File: config.mk
export PLATFORM = sky130hd
export DESIGN_NAME = ais_adc_ctrl
export DESIGN_NICKNAME = d
export VERILOG_FILES = /design/src/hw/ais_pkg.sv /design/src/hw/ais_adc_ctrl.sv /design/src/hw/ais_decode.sv
export VERILOG_INCLUDE_DIRS = /design/src /design/src/hw
export SDC_FILE = /design/constraint.sdc
export NUM_CORES = 1
export LEC_CHECK = 0
export BUFFER_PORTS_ARGS = -buffer_cell sky130_fd_sc_hd__buf_4
export CORE_UTILIZATION = 40
export DETAILED_ROUTE_END_ITERATION = 12
export GPL_TIMING_DRIVEN = 1
export PLACE_DENSITY = 0.72
export SYNTH_ARGS = -nofsm -noshare
export SYNTH_HDL_FRONTEND = slang
export SYNTH_SLANG_ARGS = --single-unit
File: constraint.sdc
create_clock -name mclk -period 1.9 [get_ports mclk]
set_clock_uncertainty 0.05 [all_clocks]
set_input_delay 0.285 -clock mclk [delete_from_list [all_inputs] [get_ports mclk]]
set_output_delay 0.285 -clock mclk [all_outputs]
set_load 0.02 [all_outputs]
File: src/hw/ais_consts.svh
// Offsets, field positions and reset values of the converter input-select block.
`ifndef AIS_CONSTS_SVH
`define AIS_CONSTS_SVH
// Register indices; the APB byte address is four times the index.
`define AIS_IDX_RES_LOW 8'h04
`define AIS_IDX_RES_HIGH 8'h05
`define AIS_IDX_SEL 8'h07
`define AIS_IDX_STATUS 8'h08
`define AIS_IDX_MASK 8'h09
// Input-select register fields.
`define AIS_SEL_REF_HI 7
`define AIS_SEL_REF_LO 6
`define AIS_SEL_ALIGN 5
`define AIS_SEL_CODE_HI 4
`define AIS_SEL_RESET 8'h00
// Status fields: done flag is write-one-to-clear, busy is read only.
`define AIS_ST_DONE 0
`define AIS_ST_BUSY 1
`define AIS_MASK_RESET 8'h00
// Result codes, the last single-ended channel code and the bandgap and ground channel codes.
`define AIS_CODE_ZERO 10'h000
`define AIS_CODE_FULL 10'h3FF
`define AIS_LAST_SINGLE 5'h0A
`define AIS_CODE_BANDGAP 5'h1E
`define AIS_CODE_GROUND 5'h1F
`endif

File: src/hw/ais_pkg.sv
// Types shared by the converter input-select block.
package ais_pkg;
	// Reference choices in the order of their two-bit select code.
	typedef enum logic [1:0] {
		AIS_REF_SUPPLY,
		AIS_REF_PIN,
		AIS_REF_INTERNAL,
		AIS_REF_DECOUPLED
	} ais_ref_type;
	typedef logic [3:0] ais_chan_type;
endpackage

File: src/hw/ais_adc_ctrl.sv
// Converter input selection, result capture and APB register file.
//
// The APB slave port is this design's own decision.
`timescale 1ns/100ps
`include "ais_consts.svh"
module ais_adc_ctrl
	import ais_pkg::*;
(
	input wire logic mclk, // System clock, 250 MHz.
	input wire logic rst_b, // Asynchronous reset, active low.
	input wire logic ce, // Clock enable; all state holds while low.
	input wire logic psel, // APB select.
	input wire logic penable, // APB enable.
	input wire logic pwrite, // APB direction, high for write.
	input wire logic [11:0] paddr, // APB byte address.
	input wire logic [31:0] pwdata, // APB write data.
	output logic [31:0] prdata, // APB read data.
	output logic pready, // APB ready.
	output logic pslverr, // APB error for unmapped addresses.
	input wire logic convStart, // Conversion engine starts a conversion.
	input wire logic convDone, // Conversion engine finished, result valid.
	input wire logic [9:0] convCode, // Raw magnitude from the converter.
	input wire logic convBelow, // Positive input was not above negative.
	input wire logic convOver, // Difference reached reference over gain.
	output ais_chan_type muxPos, // Positive or single-ended input select.
	output ais_chan_type muxNeg, // Negative input select.
	output logic diffEn, // Differential gain path in use.
	output logic gain20, // Gain stage set to 20x.
	output logic bandgapSel, // Bandgap connected as input.
	output logic groundSel, // Ground connected as input.
	output logic refSupplyEn, // Analog supply used as reference.
	output logic refPinEn, // External reference pin used.
	output logic refIntEn, // Internal reference powered.
	output logic refPinLink, // Internal reference tied to the pin.
	output logic irq // Level interrupt, unmasked done flag.
);
	// ----------------------------------------------------------------
	// State
	// ----------------------------------------------------------------
	logic [7:0] sel_r;
	logic [7:0] activeSel_r;
	logic busy_r;
	logic [9:0] result_r;
	logic doneFlag_r;
	logic mask_r;
	logic pready_r;
	logic pslverr_r;
	logic [31:0] prdata_r;
	logic irq_r;
	ais_chan_type muxPos_r, muxNeg_r;
	logic diffEn_r, gain20_r, bandgapSel_r, groundSel_r;
	logic refSupplyEn_r, refPinEn_r, refIntEn_r, refPinLink_r;

	// ----------------------------------------------------------------
	// APB decode
	// ----------------------------------------------------------------
	// One wait state: pready rises in the second access cycle, so data comes from a flop.
	wire logic [7:0] regIdx = paddr[9:2];
	wire logic accessCyc = psel & penable & ~pready_r;
	wire logic commit = psel & penable & pready_r;
	wire logic hitLow = regIdx == `AIS_IDX_RES_LOW;
	wire logic hitHigh = regIdx == `AIS_IDX_RES_HIGH;
	wire logic hitSel = regIdx == `AIS_IDX_SEL;
	wire logic hitStatus = regIdx == `AIS_IDX_STATUS;
	wire logic hitMask = regIdx == `AIS_IDX_MASK;
	wire logic mapped = (hitLow | hitHigh | hitSel | hitStatus | hitMask) & (paddr[11:10] == 2'h0);
	wire logic wrSel = commit & pwrite & hitSel & mapped;
	wire logic wrStatus = commit & pwrite & hitStatus & mapped;
	wire logic wrMask = commit & pwrite & hitMask & mapped;

	// ----------------------------------------------------------------
	// Result presentation
	// ----------------------------------------------------------------
	// Alignment reads the live register bit, so a write shows at once.
	wire logic alignLeft = sel_r[`AIS_SEL_ALIGN];
	wire logic [7:0] lowByte = alignLeft ? {result_r[1:0], 6'h00} : result_r[7:0];
	wire logic [7:0] highByte = alignLeft ? result_r[9:2] : {6'h00, result_r[9:8]};
	wire logic [7:0] statusByte = {6'h00, busy_r, doneFlag_r};
	wire logic [7:0] readByte = hitLow ? lowByte : hitHigh ? highByte : hitSel ? sel_r :
		hitStatus ? statusByte : {7'h00, mask_r};

	// ----------------------------------------------------------------
	// Result encoding
	// ----------------------------------------------------------------
	// The analog side reports magnitude and range; saturation is settled here.
	wire logic activeDiff = activeSel_r[`AIS_SEL_CODE_HI:0] > `AIS_LAST_SINGLE &&
		activeSel_r[`AIS_SEL_CODE_HI:0] < `AIS_CODE_BANDGAP;
	wire logic [9:0] encoded = (activeDiff && convBelow) ? `AIS_CODE_ZERO :
		(activeDiff && convOver) ? `AIS_CODE_FULL : convCode;

	// ----------------------------------------------------------------
	// Decoders
	// ----------------------------------------------------------------
	ais_chan_type decPos, decNeg;
	logic decDiff, decGain, decBg, decGnd;
	ais_decode u_decode (
		.code(activeSel_r[`AIS_SEL_CODE_HI:0]),
		.posSel(decPos),
		.negSel(decNeg),
		.diffEn(decDiff),
		.gain20(decGain),
		.bandgapSel(decBg),
		.groundSel(decGnd)
	);
	wire ais_ref_type refSel = ais_ref_type'(activeSel_r[`AIS_SEL_REF_HI:`AIS_SEL_REF_LO]);
	wire logic busy_nxt = convStart | (busy_r & ~convDone);
	wire logic doneFlag_nxt = convDone | (doneFlag_r & ~(wrStatus & pwdata[`AIS_ST_DONE]));

	// ----------------------------------------------------------------
	// Register file
	// ----------------------------------------------------------------
	// All bits of the select register are software read/write.
	always_ff @(posedge mclk or negedge rst_b) begin
		if (!rst_b) begin
			sel_r <= `AIS_SEL_RESET;
			mask_r <= 1'b0;
		end else if (ce) begin
			if (wrSel) sel_r <= pwdata[7:0];
			if (wrMask) mask_r <= pwdata[0];
		end
	end

	// APB answer: one wait cycle, read data and error captured with pready.
	always_ff @(posedge mclk or negedge rst_b) begin
		if (!rst_b) begin
			pready_r <= 1'b0;
			pslverr_r <= 1'b0;
			prdata_r <= 32'h0000_0000;
		end else if (ce) begin
			pready_r <= accessCyc;
			pslverr_r <= accessCyc & ~mapped;
			if (accessCyc) prdata_r <= (mapped && !pwrite) ? {24'h00_0000, readByte} : 32'h0000_0000;
		end
	end

	// ----------------------------------------------------------------
	// Conversion tracking
	// ----------------------------------------------------------------
	// Settings follow the register only while idle, so a running conversion is never disturbed.
	always_ff @(posedge mclk or negedge rst_b) begin
		if (!rst_b) begin
			activeSel_r <= `AIS_SEL_RESET;
			busy_r <= 1'b0;
		end else if (ce) begin
			if (!busy_r) activeSel_r <= sel_r;
			busy_r <= busy_nxt;
		end
	end

	// Result and done flag move together; a new completion beats a clear.
	always_ff @(posedge mclk or negedge rst_b) begin
		if (!rst_b) begin
			result_r <= `AIS_CODE_ZERO;
			doneFlag_r <= 1'b0;
			irq_r <= 1'b0;
		end else if (ce) begin
			if (convDone) result_r <= encoded;
			doneFlag_r <= doneFlag_nxt;
			irq_r <= doneFlag_nxt & mask_r;
		end
	end

	// ----------------------------------------------------------------
	// Analog controls
	// ----------------------------------------------------------------
	// Registered so the switches never see decoder glitches.
	always_ff @(posedge mclk or negedge rst_b) begin
		if (!rst_b) begin
			muxPos_r <= 4'h0;
			muxNeg_r <= 4'h0;
			{diffEn_r, gain20_r, bandgapSel_r, groundSel_r} <= 4'h0;
			{refSupplyEn_r, refPinEn_r, refIntEn_r, refPinLink_r} <= 4'h8;
		end else if (ce) begin
			muxPos_r <= decPos;
			muxNeg_r <= decNeg;
			{diffEn_r, gain20_r, bandgapSel_r, groundSel_r} <= {decDiff, decGain, decBg, decGnd};
			refSupplyEn_r <= refSel == AIS_REF_SUPPLY;
			refPinEn_r <= refSel == AIS_REF_PIN;
			refIntEn_r <= refSel == AIS_REF_INTERNAL || refSel == AIS_REF_DECOUPLED;
			refPinLink_r <= refSel == AIS_REF_DECOUPLED;
		end
	end

	assign prdata = prdata_r;
	assign pready = pready_r;
	assign pslverr = pslverr_r;
	assign irq = irq_r;
	assign muxPos = muxPos_r;
	assign muxNeg = muxNeg_r;
	assign diffEn = diffEn_r;
	assign gain20 = gain20_r;
	assign bandgapSel = bandgapSel_r;
	assign groundSel = groundSel_r;
	assign refSupplyEn = refSupplyEn_r;
	assign refPinEn = refPinEn_r;
	assign refIntEn = refIntEn_r;
	assign refPinLink = refPinLink_r;
endmodule

File: src/hw/ais_decode.sv
// Channel and gain code decoder for the analog input multiplexer.
`timescale 1ns/100ps
`include "ais_consts.svh"
module ais_decode
	import ais_pkg::*;
(
	input wire logic [4:0] code, // Channel and gain code.
	output ais_chan_type posSel, // Positive or single-ended input.
	output ais_chan_type negSel, // Negative input.
	output logic diffEn, // Differential path in use.
	output logic gain20, // Gain stage at 20x.
	output logic bandgapSel, // Bandgap as single-ended input.
	output logic groundSel // Ground as single-ended input.
);
	// ----------------------------------------------------------------
	// Table decode
	// ----------------------------------------------------------------
	// Single-ended codes bypass the gain stage; the rest follow the pair table.
	always_comb begin
		posSel = 4'h0;
		negSel = 4'h0;
		diffEn = 1'b0;
		gain20 = 1'b0;
		bandgapSel = 1'b0;
		groundSel = 1'b0;
		if (code <= `AIS_LAST_SINGLE) begin
			posSel = code[3:0];
		end else begin
			diffEn = 1'b1;
			unique case (code)
				5'h0B: begin posSel = 4'h0; negSel = 4'h1; gain20 = 1'b1; end
				5'h0C: begin posSel = 4'h0; negSel = 4'h1; end
				5'h0D: begin posSel = 4'h1; negSel = 4'h1; gain20 = 1'b1; end
				5'h0E: begin posSel = 4'h2; negSel = 4'h1; gain20 = 1'b1; end
				5'h0F: begin posSel = 4'h2; negSel = 4'h1; end
				5'h10: begin posSel = 4'h2; negSel = 4'h3; end
				5'h11: begin posSel = 4'h3; negSel = 4'h3; gain20 = 1'b1; end
				5'h12: begin posSel = 4'h4; negSel = 4'h3; gain20 = 1'b1; end
				5'h13: begin posSel = 4'h4; negSel = 4'h3; end
				5'h14: begin posSel = 4'h4; negSel = 4'h5; gain20 = 1'b1; end
				5'h15: begin posSel = 4'h4; negSel = 4'h5; end
				5'h16: begin posSel = 4'h5; negSel = 4'h5; gain20 = 1'b1; end
				5'h17: begin posSel = 4'h6; negSel = 4'h5; gain20 = 1'b1; end
				5'h18: begin posSel = 4'h6; negSel = 4'h5; end
				5'h19: begin posSel = 4'h8; negSel = 4'h9; gain20 = 1'b1; end
				5'h1A: begin posSel = 4'h8; negSel = 4'h9; end
				5'h1B: begin posSel = 4'h9; negSel = 4'h9; gain20 = 1'b1; end
				5'h1C: begin posSel = 4'hA; negSel = 4'h9; gain20 = 1'b1; end
				5'h1D: begin posSel = 4'hA; negSel = 4'h9; end
				`AIS_CODE_BANDGAP: begin diffEn = 1'b0; bandgapSel = 1'b1; end
				`AIS_CODE_GROUND: begin diffEn = 1'b0; groundSel = 1'b1; end
				default: diffEn = 1'b0;
			endcase
		end
	end
endmodule

==> out/qor.txt, run 1 <==
Largest net degree at the start of global routing: 56
Power Total: 0.00216 W
Commonest non-fill, non-tap cells in the layout: buf_4, dfrtp_1, nand2_1
Req. time, crit path: 2.04 ns
Buffer levels on the longest clock path: 2
Mapped Cells: 295
Max IR drop VDD: 0.000296 V
Sw Ratio: 26.6%
Final hold vios: 0
Number of diodes: 0
Post-Syn Area per Cell: 9.78 um^2
Nets: 430
Routed vias: 2339
Placed cell count: 453
Adder-Cell Fraction of Synth Area: 0%
Crit path DAT: 2.05 ns
Worst-path clk slew: 0.10 ns
Logic pwr share: 13.1%
Skew-Pair Late Insertion Delay: 0.31 ns
Die W: 86.9 um
Port bufs: 64
Worst-Margin Slew: 0.682 ns
Int Pwr: 0.00158 W
Drc violations: 0
Worst hold path type: input port to flip-flop
Commonest non-fill, non-tap cell in the layout: buf_4
Layout cell share with drive strength beyond 1: 27.8%
First-pass GRT wire length: 10.5 mm
Final instance area: 3580 um^2
Worst slew margin: 54.6%
Setup Crit Path Kind: input port to flip-flop
1st-iter DRT viols: 92
Final worst slack: -0.00323 ns
Hold_ws: 0.144 ns
Clock Power Share: 29.3%
Non-Filler Instances: 463
Fin. max-slew vios: 0
P per Cell Area: 604 nW/um^2
Net Sw Power: 0.000575 W
DR pass1 iterations: 4
Fmax: 525 MHz
EDFF count, synth: 0
Critical Path Sink Type: flip-flop
Max Fanout on Critical Path: 8
Critical Path Start Type: input port
MaxCap Viol Count: 0
RSZ-0062 raised after global routing: true
LEAKAGE: 1.72 nW
Die height: 86.9 um
HPWL Detailed: 4.78 mm
Simple-gate share of the synthesized area: 15.3%
Die Area: 7550 um^2
Synth Flop Type: dfrtp_1
Sink Count: 55
Syn. warnings: 0
Core Region: 6870 um^2
IO Count: 115
Num CTS Buffers: 5
Setup-failing EPs final: 2
Register area share after synthesis: 47.8%
# rows: 30
Final Cycle Share: 100%
Antenna violations before repair: 0
Post-synthesis mux area share: 9.28%
Grt ovf: 0
Vias/cell: 5.05
Routed wire length: 6.28 mm
Post-placement cell area: 3440 um^2
Gr usage total: 17.8%
Mapped Area: 2880 um^2
Xor/xnor share of the synthesized area: 0%
Dpl ws: -0.400 ns
Initial core utilization: 42.0%
Post-synthesis compound-gate area fraction: 17.6%
Failing checks: setup timing
Final ANT Viol Nets: 0
H-Tree Depth: 2
TritonCTS clock tree: done
Avg WL per Cell: 13.6 um
Flop pwr share: 57.5%
Routability congestion estimate from global placement: 0.840
Fin crit period: 1.90 ns
Library cells used by synthesis: 49
Syn-to-layout area delta: 24.0%
Status: finished with violations
CTS Root Cell: clkbuf_8
Vias in the first global route: 2215
Fillcell total: 656
Seq cells post-synth: 55
Largest family of logic cells by synthesized area: compound AO/OA/AOI/OAI gates
Async SR Flop Fraction: 100%
[stage by stage]
stage	setup TNS (ns)	util, %
finish	-0.00400	52.1
global route	-0.429	52.1
CTS	-0.0193	51.8
detailed placement	-6.29	50.1
global placement	-5.46	50.1
floorplan	-1.70	-
[per-layer routing]
layer	wire length [um]	part of all wire, %	up-vias	GRT usage, %
met4	73	1.2	0	4.85
met1	2890	46	1119	23.8
met2	3010	48	73	29.6
met3	306	4.9	7	3.41
met5	0	0	-	0
li1	-	-	1140	-
[cell usage after synthesis (2+ instances only)]
cell type	instances	area, um^2
o21ai_1	22	110
and3_1	2	12.5
nand3_1	3	15.0
o21ai_0	6	30.0
a21o_1	3	22.5
a22o_1	6	52.6
o21a_1	3	22.5
mux2i_1	2	20.0
dfrtp_1	54	1350
inv_2	2	7.51
nor2_1	19	71.3
nor3_1	2	10.0
nor2b_1	4	25.0
buf_4	25	188
a31oi_1	2	12.5
nand2b_1	6	37.5
o32ai_1	2	17.5
o2bb2ai_1	3	26.3
mux2_1	20	225
o221ai_1	2	17.5
nor3b_1	3	22.5
a21oi_1	9	45.0
and4_1	2	17.5
clkbuf_1	13	48.8
nand2_1	37	139
mux2_2	2	22.5
buf_1	2	7.51
o31ai_1	3	22.5
inv_1	9	33.8
nand3b_1	2	15.0
a22oi_1	7	52.6
[kinds of logic (layout without fill, tap and decap cells)]
family / count (synthesis) / after routing
AND/OR/NAND/NOR: 87 / 87
AO/OA/AOI/OAI: 77 / 77
flip-flops: 55 / 55
buffers and inverters: 51 / 100
multiplexers: 24 / 24
other: 1 / 24
[power by group through the flow]
stage | Clock, W | Sequential [W] | Combinational, W
floorplan | 0 | 0.00127 | 0.000173
global placement | 0 | 0.00126 | 0.000277
detailed placement | 0 | 0.00126 | 0.000280
CTS | 0.000655 | 0.00124 | 0.000284
global route | 0.000694 | 0.00125 | 0.000314
finish | 0.000633 | 0.00124 | 0.000284
[final timing paths]
| kind | startpoint | endpoint | slack, ns | cells past startpoint |
|---|---|---|---|---|
| worst max-delay path | paddr[9] | sel_r[5]$_DFFE_PN0P_ | -0.003 | 7 |
| worst min-delay path | pwdata[7] | sel_r[7]$_DFFE_PN0P_ | 0.14 | 2 |
| worst max register to register | activeSel_r[2]$_DFFE_PN0P_ | result_r[5]$_DFFE_PN0P_ | 0.17 | 5 |
| worst min register to register | activeSel_r[6]$_DFFE_PN0P_ | refSupplyEn$_DFFE_PN1P_ | 0.43 | 1 |
| max in group asynchronous | rst_b | prdata[5]$_DFFE_PN0P_ | 0.83 | 2 |
| min in group asynchronous | rst_b | muxPos[1]$_DFFE_PN0P_ | 0.50 | 2 |
[sequential cells by signal, indices dropped and copies added, names as in the netlist]
name         flops
gain20           1
mask_r           1
irq              1
refSupplyEn      1
diffEn           1
bandgapSel       1
muxNeg           4
refPinLink       1
refIntEn         1
busy_r           1
prdata           8
doneFlag_r       1
refPinEn         1
sel_r            8
pslverr          1
muxPos           4
groundSel        1
pready           1
result_r        10
activeSel_r      7
[critical path, stage by stage]
cell and delay, ns:
buf_6 0.09, or4_4 0.54, or3_4 0.36, nor2_4 0.11, and4_1 0.20, buf_6 0.14
mux2_1 0.32
[area by class of cell]
type | instances | area (um^2) | area share, %
Sequential cell | 55 | 1380 | 38.5
Multi-Input combinational cell | 212 | 1330 | 37.2
Timing Repair Buffer | 81 | 622 | 17.4
Tap cell | 96 | 120 | 3.36
Clock buffer | 6 | 72.6 | 2.03
Inverter | 11 | 41.3 | 1.15
Clock inverter | 2 | 12.5 | 0.350
[repair_timing]
item,in CTS,in global routing
cloned,0,0
setup endpoints to repair,14,26
gates resized for setup,4,4
hold buffers,1,0
setup buffers,1,0
endpoints found under the hold margin,54,0
pin swaps,0,0
Power figures use the tool's default switching activity.
==> inputs of run 2 (changes only) <==
- ABC_AREA: unset -> 1
- PLACE_DENSITY: 0.72 -> 0.71
==> out/qor.txt, run 2 <==
Most area-consuming cells after synthesis: dfrtp_1, nand2_1, buf_4
Nets: 548
Core Region: 7370 um^2
Status: complete, no violations
Skew-Pair Late Insertion Delay: 0.31 ns
Mapped Area: 3090 um^2
Layout cell share with drive strength beyond 1: 21.0%
Die Area: 8080 um^2
Buf/Inv on CP: 0
CP max stage delay: 0.47 ns
RSZ-0062 raised after global routing: false
Placed cell count: 575
Fmax: 590 MHz
Register area share after synthesis: 44.6%
HPWL Detailed: 5.46 mm
H-Tree Depth: 2
Max IR drop VDD: 0.000286 V
Antenna violations before repair: 0
Drc violations: 0
EDFF count, synth: 0
Port bufs: 64
Setup-failing EPs final: 0
Worst-Margin Slew: 0.684 ns
Top reg by flops: result_r
Yosys top cell by area: dfrtp_1
Syn. warnings: 0
Initial core utilization: 42.0%
Buffer levels on the longest clock path: 2
Fin. max-slew vios: 0
Die W: 89.9 um
CTS Root Cell: clkbuf_8
Final hold vios: 0
Seq cells post-synth: 55
Vias in the first global route: 2617
First-pass GRT wire length: 12.1 mm
Critical Path Start Type: flip-flop
Num CTS Buffers: 5
Routability congestion estimate from global placement: 0.879
Post-synth top cells: nand2_1, dfrtp_1, inv_1, nor2_1, o21ai_0
MaxCap Viol Count: 0
Final TNS setup: 0 ns
Fin crit period: 1.70 ns
Cell mode on critical path: nand2_1
Crit path DAT: 1.83 ns
Share of the synthesized area in the top cell type: 43.7%
Post-Syn Area per Cell: 7.41 um^2
Avg WL per Cell: 12.0 um
Max FFs per register: 10
Non-Filler Instances: 584
Most instantiated library cell after synthesis: nand2_1
Crit path max-delay family: simple AND/OR/NAND/NOR gates
Mapped Cells: 417
Gr usage total: 18.4%
Die height: 89.9 um
Final ANT Viol Nets: 0
Worst slew margin: 54.4%
# rows: 31
Worst-path clk slew: 0.10 ns
Critical Path Sink Type: flip-flop
Max Fanout on Critical Path: 10
Routed vias: 2724
P per Cell Area: 673 nW/um^2
Routed wire length: 7.00 mm
Library cells used by synthesis: 33
Commonest non-fill, non-tap cell in the layout: nand2_1
Commonest non-fill, non-tap cells in the layout: nand2_1, buf_4, dfrtp_1
Number of diodes: 0
Req. time, crit path: 2.03 ns
Worst-path cell chain: nand2_1, nor2_1, a21oi_2, nand2_2, nand2_1, nand3_1, o21ai_0
Worst hold path type: input port to flip-flop
Final Cycle Share: 89.2%
Slowest stage cell, crit path: dfrtp_1
TritonCTS clock tree: done
Syn-to-layout area delta: 20.4%
Post_cts resized: 0
Grt ovf: 0
IO Count: 115
LEAKAGE: 2.00 nW
DR pass1 iterations: 5
Vias/cell: 4.66
Largest net degree at the start of global routing: 56
1st-iter DRT viols: 146
Sink Count: 55
Setup Crit Path Kind: flip-flop to flip-flop
Async SR Flop Fraction: 100%
Synth Flop Type: dfrtp_1
[run 2: logic make-up after synthesis]
logic type      after synthesis  synth area share, %
buf+inv                      85                 13.6
flops                        55                 44.6
other cells                   1                0.121
simple gates                219                 31.5
compound gates               57                 10.2
[run 2: cell type report]
class                   count  area, um^2
inverters                  52         195
fillers                   757        3650
repair buffers             70         528
multi-input cells         300        1380
clock inverters             2        35.0
well taps                  99         124
clock buffers               6        82.6
flip-flops and latches     55        1380
[run 2: metrics by stage]
step                setup slack [ns]  instance area [um^2]  util [%]  total power, W  hold slack [ns]
finish                         0.205                  3720      50.5         0.00250            0.150
global route                  0.0400                  3720      50.5         0.00262            0.153
CTS                            0.209                  3720      50.5         0.00252            0.149
detailed placement             0.243                  3590      48.8         0.00172            0.328
global placement               0.289                  3590      48.8         0.00171            0.316
floorplan                      0.530                  3180         -         0.00158          -0.0606
[run 2: path summary, 6_finish.rpt]
check / from / endpoint / slack, ns / cells after the start
setup / recovery: activeSel_r[3]$_DFFE_PN0P_ / result_r[2]$_DFFE_PN0P_ / 0.20 / 7
hold / removal: convStart / busy_r$_DFFE_PN0P_ / 0.15 / 3
setup reg to reg: activeSel_r[3]$_DFFE_PN0P_ / result_r[2]$_DFFE_PN0P_ / 0.20 / 7
hold reg to reg: activeSel_r[6]$_DFFE_PN0P_ / refSupplyEn$_DFFE_PN1P_ / 0.39 / 1
max in group asynchronous: rst_b / busy_r$_DFFE_PN0P_ / 0.84 / 2
min in group asynchronous: rst_b / groundSel$_DFFE_PN0P_ / 0.51 / 2
[run 2: where the power goes]
part	leakage (nW)	switching [W]	total [W]	internal [W]
Sequential	0.720	0.0000459	0.00129	0.00124
Combinational	1.22	0.000264	0.000411	0.000147
Clock	0.0612	0.000378	0.000805	0.000427
Total	2.00	0.000688	0.00250	0.00181
[run 2: worst reg2reg max path, delay by kind of cell, from the launching register on]
family          cells  cell delay (ns)
compound gates      2             0.27
flops               1             0.47
simple gates        5             0.78
[run 2: timing repair]
action,4_1_cts,5_1_grt
hold buffers,1,0
setup endpoints to repair,0,0
endpoints found under the hold margin,54,0
setup buffers,0,0
[run 2: layer usage]
layer  vias to the layer above  share of wire (%)  track usage (%)
li1                       1399                  -                -
met1                      1222                 46             24.2
met2                        92                 48             31.0
met3                        11                4.6             3.30
met4                         0                1.2             5.65
met5                         -                  0                0
